<file path="src/io_space_defines.vh">
// Constants for the peripheral I/O space decoder and scratch bank.
// Assumes inclusion by bare name from design files in the same folder.
`ifndef IO_SPACE_DEFINES_VH
`define IO_SPACE_DEFINES_VH

// ****************************************
// Address views
// ****************************************
`define IO_BIT_LAST 6'h1F
`define IO_SHORT_LAST 6'h3F
`define IO_DATA_OFFSET 8'h20
`define IO_DATA_FIRST 8'h20
`define IO_DATA_LAST 8'h5F
`define EXT_DATA_FIRST 8'h60
`define EXT_DATA_LAST 8'hFF

// ****************************************
// Register placement and reset
// ****************************************
`define SCRATCH0_ADDR 6'h1C
`define SCRATCH1_ADDR 6'h1D
`define SCRATCH2_ADDR 6'h1E
`define FLAG_ADDR 6'h16
`define EXT_CTRL_ADDR 8'h80
`define SCRATCH_RESET 8'h00
`define FLAG_RESET 8'h00
`define EXT_RESET 8'h00
`define ZERO_BYTE 8'h00

// ****************************************
// Operation codes
// ****************************************
`define OP_NONE 3'h0
`define OP_IN 3'h1
`define OP_OUT 3'h2
`define OP_LOAD 3'h3
`define OP_STORE 3'h4
`define OP_SET_BIT 3'h5
`define OP_CLR_BIT 3'h6
`define OP_TEST_BIT 3'h7

`endif

</file>
<file path="src/byte_reg.v">
// One 8-bit register with synchronous reset and per-bit write enables.
// Assumes the decoder supplies the merged next value and bit enables.
`timescale 1ns/1ps
`default_nettype none

module byte_reg #(
    parameter [7:0] RESET_VALUE = 8'h00
) (
    // Clock and reset
    input wire clk,
    input wire rst_n,
    // Write port
    input wire [7:0] bit_we,
    input wire [7:0] wdata,
    // Stored value
    output reg [7:0] q
);

    integer i;

    always @(posedge clk) begin
        if (!rst_n) begin
            q <= RESET_VALUE;
        end else begin
            for (i = 0; i < 8; i = i + 1) begin
                if (bit_we[i]) begin
                    q[i] <= wdata[i];
                end
            end
        end
    end

endmodule

`default_nettype wire

</file>
<file path="src/io_space_decode_scratch_regs.v">
// I/O space decoder with three scratch registers, one flag register and
// one extended control register.
// Assumes one operation per cycle from the CPU core on clk.
`timescale 1ns/1ps
`default_nettype none
`include "io_space_defines.vh"

// What this block does
// RL1: Registers at I/O addresses up to 0x1F can be changed one bit at a time by set and clear.
// RL2: A bit test on the low range reports whether the selected bit is set or clear.
// RL3: Short in and out transfers reach I/O addresses 0x00 to 0x3F.
// RL4: Data-space access to the low I/O registers uses their I/O address plus 0x20.
// RL5: Every I/O location can be loaded and stored through data space.
// RL6: Extended registers at data 0x60 to 0xFF are reachable only by loads and stores.
// RL7: Some status flags clear when written with one and keep their value when written with zero.
// RL8: A bit set or clear writes only the addressed bit and clears no other flag.
// RL9: Software writes zero to reserved bits it touches.
// RL10: Software never writes reserved, unassigned I/O addresses.
// RL11: General-purpose scratch registers in the low range hold any software value.
// RL12: Each scratch register is 8 bits, fully read/write, and resets to zero.
// RL13: Unassigned addresses read as zero and ignore writes.
module io_space_decode_scratch_regs (
    // Clock and reset
    input wire clk,
    input wire rst_n,
    // CPU operation
    input wire op_valid,
    input wire [2:0] op_code,
    input wire [7:0] op_addr,
    input wire [2:0] op_bit,
    input wire [7:0] op_wdata,
    // Hardware flag events
    input wire [7:0] flag_event,
    // Answers
    output reg [7:0] rdata,
    output reg rdata_valid,
    output reg bit_value,
    output reg bit_valid,
    // Register contents
    output reg [7:0] scratch0_out,
    output reg [7:0] scratch1_out,
    output reg [7:0] scratch2_out,
    output reg [7:0] flag_out,
    output reg [7:0] ext_ctrl_out
);

    // ****************************************
    // Address resolution
    // ****************************************
    wire is_short;
    wire is_bitop;
    wire is_data;
    wire io_hit;
    wire ext_hit;
    wire [5:0] io_addr;
    wire [7:0] data_minus;

    assign is_short = (op_code == `OP_IN) || (op_code == `OP_OUT);
    assign is_bitop = (op_code == `OP_SET_BIT) || (op_code == `OP_CLR_BIT) ||
                      (op_code == `OP_TEST_BIT);
    assign is_data = (op_code == `OP_LOAD) || (op_code == `OP_STORE);
    assign data_minus = op_addr - `IO_DATA_OFFSET;
    // Short transfers use the 6-bit I/O address directly.
    assign io_hit = op_valid && (
        (is_short && (op_addr <= {2'b00, `IO_SHORT_LAST})) ||  // see RL3
        (is_bitop && (op_addr <= {2'b00, `IO_BIT_LAST})) ||  // see RL1
        (is_data && (op_addr >= `IO_DATA_FIRST) && (op_addr <= `IO_DATA_LAST)));  // see RL4
    // Extended space only answers data-space operations.
    assign ext_hit = op_valid && is_data && (op_addr >= `EXT_DATA_FIRST);  // see RL6
    assign io_addr = is_data ? data_minus[5:0] : op_addr[5:0];  // see RL4

    wire is_write;
    wire is_read;
    assign is_write = (op_code == `OP_OUT) || (op_code == `OP_STORE);  // see RL5
    assign is_read = (op_code == `OP_IN) || (op_code == `OP_LOAD);  // see RL5

    // ****************************************
    // Bit masks
    // ****************************************
    wire [7:0] bit_mask;
    assign bit_mask = 8'h01 << op_bit;

    // ****************************************
    // Scratch registers
    // ****************************************
    wire [7:0] sc0_q;
    wire [7:0] sc1_q;
    wire [7:0] sc2_q;
    reg [7:0] sc0_we;
    reg [7:0] sc1_we;
    reg [7:0] sc2_we;
    reg [7:0] sc_wdata;

    always @* begin
        sc0_we = 8'h00;
        sc1_we = 8'h00;
        sc2_we = 8'h00;
        sc_wdata = op_wdata;
        if (io_hit && (op_code == `OP_SET_BIT)) begin
            sc_wdata = 8'hFF;
        end
        if (io_hit && (op_code == `OP_CLR_BIT)) begin
            sc_wdata = 8'h00;
        end
        if (io_hit) begin
            if (io_addr == `SCRATCH0_ADDR) begin
                if (is_write) begin
                    sc0_we = 8'hFF;  // see RL11
                end else if ((op_code == `OP_SET_BIT) || (op_code == `OP_CLR_BIT)) begin
                    sc0_we = bit_mask;  // see RL1
                end
            end
            if (io_addr == `SCRATCH1_ADDR) begin
                if (is_write) begin
                    sc1_we = 8'hFF;  // see RL11
                end else if ((op_code == `OP_SET_BIT) || (op_code == `OP_CLR_BIT)) begin
                    sc1_we = bit_mask;  // see RL1
                end
            end
            if (io_addr == `SCRATCH2_ADDR) begin
                if (is_write) begin
                    sc2_we = 8'hFF;  // see RL11
                end else if ((op_code == `OP_SET_BIT) || (op_code == `OP_CLR_BIT)) begin
                    sc2_we = bit_mask;  // see RL1
                end
            end
        end
    end

    // Scratch cells reset to zero and store all eight bits.
    byte_reg #(.RESET_VALUE(`SCRATCH_RESET)) u_scratch0 (  // see RL12
        .clk(clk),
        .rst_n(rst_n),
        .bit_we(sc0_we),
        .wdata(sc_wdata),
        .q(sc0_q)
    );

    byte_reg #(.RESET_VALUE(`SCRATCH_RESET)) u_scratch1 (  // see RL12
        .clk(clk),
        .rst_n(rst_n),
        .bit_we(sc1_we),
        .wdata(sc_wdata),
        .q(sc1_q)
    );

    byte_reg #(.RESET_VALUE(`SCRATCH_RESET)) u_scratch2 (  // see RL12
        .clk(clk),
        .rst_n(rst_n),
        .bit_we(sc2_we),
        .wdata(sc_wdata),
        .q(sc2_q)
    );

    // ****************************************
    // Write-one-to-clear flag register
    // ****************************************
    reg [7:0] flags;
    reg [7:0] flag_clear;
    reg [7:0] next_flags;

    always @* begin
        flag_clear = 8'h00;
        if (io_hit && (io_addr == `FLAG_ADDR)) begin
            if (is_write) begin
                flag_clear = op_wdata;  // see RL7
            end else if (op_code == `OP_SET_BIT) begin
                flag_clear = bit_mask;  // see RL8
            end
        end
        // A hardware event wins over a clear in the same cycle.
        next_flags = (flags & ~flag_clear) | flag_event;
    end

    always @(posedge clk) begin
        if (!rst_n) begin
            flags <= `FLAG_RESET;
        end else begin
            flags <= next_flags;
        end
    end

    // ****************************************
    // Extended control register
    // ****************************************
    reg [7:0] ext_ctrl;

    always @(posedge clk) begin
        if (!rst_n) begin
            ext_ctrl <= `EXT_RESET;
        end else if (ext_hit && (op_code == `OP_STORE) &&
                     (op_addr == `EXT_CTRL_ADDR)) begin
            ext_ctrl <= op_wdata;  // see RL6
        end
    end

    // ****************************************
    // Read multiplexer
    // ****************************************
    reg [7:0] io_rd;
    reg [7:0] next_rdata;

    always @* begin
        io_rd = `ZERO_BYTE;
        case (io_addr)
            `SCRATCH0_ADDR: io_rd = sc0_q;
            `SCRATCH1_ADDR: io_rd = sc1_q;
            `SCRATCH2_ADDR: io_rd = sc2_q;
            `FLAG_ADDR: io_rd = flags;
            default: io_rd = `ZERO_BYTE;  // see RL13
        endcase
        next_rdata = `ZERO_BYTE;
        if (io_hit) begin
            next_rdata = io_rd;
        end else if (ext_hit && (op_addr == `EXT_CTRL_ADDR)) begin
            next_rdata = ext_ctrl;
        end
    end

    // ****************************************
    // Answer registers
    // ****************************************
    always @(posedge clk) begin
        if (!rst_n) begin
            rdata <= `ZERO_BYTE;
            rdata_valid <= 1'b0;
            bit_value <= 1'b0;
            bit_valid <= 1'b0;
        end else begin
            rdata_valid <= op_valid && is_read;
            if (op_valid && is_read) begin
                rdata <= next_rdata;  // see RL13
            end
            bit_valid <= op_valid && (op_code == `OP_TEST_BIT);
            if (op_valid && (op_code == `OP_TEST_BIT)) begin
                bit_value <= io_hit ? io_rd[op_bit] : 1'b0;  // see RL2
            end
        end
    end

    // ****************************************
    // Register content outputs
    // ****************************************
    always @(posedge clk) begin
        if (!rst_n) begin
            scratch0_out <= `SCRATCH_RESET;
            scratch1_out <= `SCRATCH_RESET;
            scratch2_out <= `SCRATCH_RESET;
            flag_out <= `FLAG_RESET;
            ext_ctrl_out <= `EXT_RESET;
        end else begin
            scratch0_out <= sc0_q;
            scratch1_out <= sc1_q;
            scratch2_out <= sc2_q;
            flag_out <= flags;
            ext_ctrl_out <= ext_ctrl;
        end
    end

endmodule

`default_nettype wire

</file>
<file path="config.mk">
export PLATFORM = sky130hd
export DESIGN_NAME = io_space_decode_scratch_regs
export DESIGN_NICKNAME = d
export VERILOG_FILES = /design/src/byte_reg.v /design/src/io_space_decode_scratch_regs.v
export VERILOG_INCLUDE_DIRS = /design/src
export SDC_FILE = /design/constraint.sdc
export NUM_CORES = 1
export LEC_CHECK = 0
export BUFFER_PORTS_ARGS = -buffer_cell sky130_fd_sc_hd__buf_2
export CELL_PAD_IN_SITES_DETAIL_PLACEMENT = 1
export CELL_PAD_IN_SITES_GLOBAL_PLACEMENT = 1
export CORE_MARGIN = 2
export CORE_UTILIZATION = 31
export CTS_BUF_LIST = sky130_fd_sc_hd__clkbuf_2
export DETAILED_ROUTE_END_ITERATION = 7
export GPL_ROUTABILITY_DRIVEN = 0
export PLACE_DENSITY = 0.64
export SYNTH_ARGS = -nofsm -noshare
export SYNTH_HDL_FRONTEND = slang
export SYNTH_SLANG_ARGS = --single-unit
</file>
<file path="constraint.sdc">
create_clock -name clk -period 2.6 [get_ports clk]
set_input_delay 0.13 -clock clk [delete_from_list [all_inputs] [get_ports clk]]
set_output_delay 0.13 -clock clk [all_outputs]
set_load 0.02 [all_outputs]
</file>
Word level (Yosys, flattened, before mapping) --
Cells that the tools add are included.
Word-level totals: bits in registers 91, bits of input ports 33, output and inout bits 51, logic and storage cells 101
Cells by class: $add $sub $neg 1, $lt $le $gt $ge 6, eq/ne operators 12, shift operators 1, mux-type cells 20, bitwise gates (word level) 3, reduce and logical (&&, ||, !) cells 23
Operators by type and width (number):
- two-way mux 8 bit | 15
- one-hot mux 8 bit (4 select lines) | 1
- equality test 6 x 5 -> 1 bit, second input constant | 4
- logical AND 1 bit | 15
- equality test 3 bit, second input constant | 4
- bitwise AND 8 bit | 1
- equality test 8 bit, second input constant | 1
- >= comparator 8 x 6 -> 1 bit, second input constant | 1
- >= comparator 8 x 7 -> 1 bit, second input constant | 1
- less-or-equal comparator 8 x 5 -> 1 bit, second input constant | 1
- less-or-equal comparator 8 x 6 -> 1 bit, second input constant | 1
- less-or-equal comparator 8 x 7 -> 1 bit, second input constant | 1
- logical OR 1 bit | 8
- NOT 8 bit | 1
- OR 8 bit | 1
- left shift 1 x 3 -> 8 bit, first input constant | 1
- equality test 3 x 2 -> 1 bit, second input constant | 2
- two-way mux 6 bit | 1
- subtractor 6 bit, second input constant | 1
- less-than comparator 3 x 4 -> 1 bit, second input constant | 1
- binary-select mux 1 bit (select 3 bit) | 1
- equality test 3 x 1 -> 1 bit, second input constant | 1
- two-way mux 1 bit | 2

Longest topological paths before layout --
depth in word-level cells 12, gate-level depth with buffers 8, depth with buffers taken out 6

By module --
From an unflattened synthesis, not the netlist that was laid out.
Unflattened totals: cell total of the unflattened synthesis 427, area, all modules 4032.6 um^2
Modules (own cells, without submodules):
- io_space_decode_scratch_regs | instances 1, cells each 355, area an instance 3161.8 um^2
- byte_reg | instances 3, cells each 24, area an instance 290.3 um^2

Least setup slack after synthesis --
No wires, ideal clock.
path kind in2reg, start input port op_code[2], end register u_scratch0.q[4], setup time 0.129 ns, data arrival time 1.675 ns, data required time 2.471 ns, slack 0.796 ns, stages on the path 8, buffers on the path 2, cells stage by stage buf_2 > nor3b_2 > nor2_4 > mux2i_2 > or3_1 > buf_2 > o31ai_1 > o31ai_1
Between the ends: word-level cells in the longest chain between the ends 10, elaborated cells on any way between the ends 29, those cells by class eq/ne (8); mux (7); reduce/logical (14)
Ends and longest elaborated chain:
- start, declared | line io_space_decode_scratch_regs.v:28 | input wire [2:0] op_code,
- equality test 3 bit (no line)
- logical OR 1 bit | line io_space_decode_scratch_regs.v:59, io_space_decode_scratch_regs.v:109
- logical OR 1 bit | line io_space_decode_scratch_regs.v:59 | assign is_bitop = (op_code == `OP_SET_BIT) || (op_code == `OP_CLR_BIT) ||
- logical AND 1 bit | line io_space_decode_scratch_regs.v:66 | (is_bitop && (op_addr <= {2'b00, `IO_BIT_LAST})) ||
- logical OR 1 bit (2 in series) | line io_space_decode_scratch_regs.v:65 | (is_short && (op_addr <= {2'b00, `IO_SHORT_LAST})) ||
- logical AND 1 bit | line io_space_decode_scratch_regs.v:64 | assign io_hit = op_valid && (
- logical AND 1 bit | line io_space_decode_scratch_regs.v:99 | if (io_hit && (op_code == `OP_SET_BIT)) begin
- two-way mux 8 bit | line io_space_decode_scratch_regs.v:99
- two-way mux 8 bit | line io_space_decode_scratch_regs.v:102 | if (io_hit && (op_code == `OP_CLR_BIT)) begin
- end signal, assigned by index | line byte_reg.v:27 | q[i] <= wdata[i];
- end, declared | line byte_reg.v:16 | output reg [7:0] q
Several ways; a longest one is shown, not always the timed one. A chain may end at the register's enable or synchronous reset.

Worst setup path after layout --
start input port op_code[2], end register bit_value
Between the ends: word-level cells in the longest chain between the ends 8, elaborated cells on any way between the ends 28, those cells by class eq/ne (11); mux (5); reduce/logical (12)
Ends and longest elaborated chain:
- equality test 3 x 2 -> 1 bit (no line) or equality test 3 bit (tied branches)
- logical OR 1 bit (on tied branches) | line io_space_decode_scratch_regs.v:61, io_space_decode_scratch_regs.v:59
- two-way mux 6 bit or logical OR 1 bit (tied branches) | line io_space_decode_scratch_regs.v:70, io_space_decode_scratch_regs.v:59
- equality test 6 x 5 -> 1 bit or logical AND 1 bit (tied branches) | line io_space_decode_scratch_regs.v:205, io_space_decode_scratch_regs.v:66
- one-hot mux 8 bit (4 select lines) or logical OR 1 bit (tied branches) | line io_space_decode_scratch_regs.v:205, io_space_decode_scratch_regs.v:65
- binary-select mux 1 bit (select 3 bit) or logical OR 1 bit (tied branches) | line io_space_decode_scratch_regs.v:236, io_space_decode_scratch_regs.v:65
- two-way mux 1 bit (not written as such) or logical AND 1 bit (tied branches) | line io_space_decode_scratch_regs.v:236, io_space_decode_scratch_regs.v:64
- two-way mux 1 bit | line io_space_decode_scratch_regs.v:236 | bit_value <= io_hit ? io_rd[op_bit] : 1'b0;
- end signal, assigned | line io_space_decode_scratch_regs.v:236
- end, declared | line io_space_decode_scratch_regs.v:37 | output reg bit_value,
Several ways; a longest one is shown, not always the timed one. The select of a mux whose other input is x is not followed.

==> metrics.txt <==
peak supply drop=0.218 mV; vias=3,735; yosys synthesis warning count=0; Worst-Margin Slew=1.03 ns; Remaining Overflow, GRT=0; most frequent cells in the layout=dfxtp_1, buf_2, and2_1; CP Max Fanout=8; TritonRoute pass-1 iters=4; Gate Count Post-Synth=449; Slew headroom=30.6%; CP max stage delay=0.56 ns; GRT Overall Usage=19.5%; nets=577; final worst-path cycle share=96.4%; share of cells above drive strength 1=22.1%; Clk network pwr share=33.8%; max-slew violations=0; drt drc=0; full die area=0.0138 sq mm; R2R Path Start=u_scratch2.q[4]; CP Launch Type=input port; total clock sinks=91; Initial Util=31.7%; Die Ht=117 um; clk buf depth=2; Total Power=2.62 mW; internal power=1.94 mW; clk_lat worst skew=0.59 ns; DR vias/cell=5.19; Critical Path Sink Type=flop; vias in the first global route=3,917; final hold viol count=0; Syn Nets=482; Avg Inst Size Synth=8.87 sq um; Yosys reg bits=91; post-synthesis async set-or-reset flop share=0%; postcts setup bufs=0; Die X=117 um; DR iter-0 viols=188; post-route clock skew=0.0174 ns; Hold WS=0.0947 ns; ant diodes=0; setup_tns=0 ns; first-pass GRT wire length=21,100 um; NetSw=0.678 mW; post-route ant nets=0; max-cap violation count=0; crit path DAT=3.05 ns; sequential fraction of the synthesis area=45.7%; status=finished clean; WP buf/inv=4; final wirelength=13,100 um; Leakage=2.01 nW; largest net degree at the start of global routing=28; I/O pins=84; CP Class=input port to flop; combinational share of power=11.5%; slowest CP cell=dlygate4sd3_1; hold wc startpoint=op_addr[0]; sw frac=25.9%; Top delay family on crit path=buffers and inverters; Max Clock Freq=0.399 GHz; crit path time final=2.51 ns; ys flop type=dfxtp_1; Syn-to-layout area delta=23.8%; IO buf count=83; post-synth cell types=55; total CTS buffers=9; Final setup viols=0; synthesized area=0.00398 sq mm; WL/cell=18.1 um; Detail Placement HPWL=9810 um; CTS tree=built; core area=0.0126 sq mm; initial antenna violation count=0; Max H-tree Level=3; PD cells=532 mW/mm^2; RSZ-0062 raised after global routing=no; most common cell after layout, fill and taps aside=dfxtp_1; crit path from=op_code[2]; Data required, critical path=3.14 ns; most used cell, CP=dlygate4sd3_1; sequential power share=54.7%; worst min-delay path category=input port to flop; clock root cell=clkbuf_2; number of flops mapped to enable cells by yosys=0; CP Cell Sequence=dlygate4sd3_1 -> buf_2 -> inv_1 -> or3_1 -> a21oi_1 -> o211ai_2 -> o41a_1 -> a211oi_2 -> dlygate4sd3_1; row count=41; Worst-path clk slew=0.22 ns
## final cells by class
cell class | count | area (sq um)
Tap cell | 172 | 215
Multi-Input combinational cell | 323 | 2010
Sequential cell | 91 | 1820
Fill cell | 1528 | 7640
Timing Repair Buffer | 115 | 713
Inverter | 4 | 15.0
Clock inverter | 5 | 103
Clock buffer | 10 | 50.0
## per-stage QoR
stage | instances | util, % | setup slack (ns) | instance area, sq um
2_1_floorplan | 449 | - | 0.796 | 3980
3_3_place_gp | 682 | 36.2 | 0.392 | 4550
3_5_place_dp | 682 | 36.2 | 0.293 | 4550
4_1_cts | 720 | 39.2 | 0.143 | 4930
5_1_grt | 720 | 39.2 | 0.0318 | 4930
6_report | 720 | 39.2 | 0.0936 | 4930
## synthesized netlist by cell type, types with 8 or more instances
library cell / count / area, sq um
dfxtp_1: 91 / 1820
and2_1: 44 / 275
a21oi_1: 35 / 175
nand2_1: 34 / 128
nor2_1: 31 / 116
o21ai_0: 20 / 100
clkbuf_1: 18 / 67.6
nand3_1: 17 / 85.1
a22o_1: 15 / 131
nor3_1: 12 / 60.1
o31ai_1: 12 / 90.1
a22oi_1: 9 / 67.6
mux2i_1: 9 / 90.1
buf_2: 8 / 40.0
o21ai_1: 8 / 40.0
## registers in the layout, summed over array words and instances, names as in the netlist
signal        flops
ext_ctrl          8
ext_ctrl_out      8
flag_out          8
flags             8
rdata             8
scratch0_out      8
scratch1_out      8
scratch2_out      8
u_scratch0.q      8
u_scratch1.q      8
u_scratch2.q      8
bit_valid         1
bit_value         1
rdata_valid       1
## layer usage
metal  GRT usage, %  vias up  share of wire (%)
met5              0        -                  0
met4           5.95        0                2.1
met3           5.01       19                3.7
met2           34.5       77                 50
met1           23.2     1830                 44
li1               -     1809                  -
## what timing repair did
item | 4_1_cts | 5_1_grt
gates resized for setup | 0 | 0
hold buffers | 23 | 0
hold endpoints to repair | 31 | 0
## power groups by stage
stage               registers, mW  clock network [mW]  logic [mW]
global placement             1.46                   0       0.270
CTS                          1.43               0.913       0.302
global route                 1.44               0.966       0.330
detailed placement           1.46                   0       0.277
finish                       1.43               0.887       0.302
floorplan                    1.47                   0       0.157
## worst reg2reg max path, delay by kind of cell, from the launching register on
kind | cells | cell delay [ns]
AO/OA/AOI/OAI | 3 | 0.56
multiplexers | 1 | 0.18
buffers and inverters | 1 | 0.56
flip-flops | 1 | 0.36
AND/OR/NAND/NOR | 2 | 0.35
## cells by family (layout without fill, tap and decap cells)
logic type | Yosys count | in the layout | share of synthesized area [%]
AND/OR/NAND/NOR | 177 | 177 | 24.2
AO/OA/AOI/OAI | 134 | 134 | 23.2
flip-flops | 91 | 91 | 45.7
buffers and inverters | 35 | 134 | 3.74
multiplexers | 11 | 11 | 2.89
XOR/XNOR | 1 | 1 | 0.220
## final timing paths
kind | depth (start not counted) | end | slack [ns]
max reg2reg | 7 | bit_value | 0.51
max | 9 | bit_value | 0.09
min | 4 | u_scratch2.q[7] | 0.09
min reg2reg | 2 | ext_ctrl[3] | 0.48
Note: power is estimated with default switching activity, not from simulation.
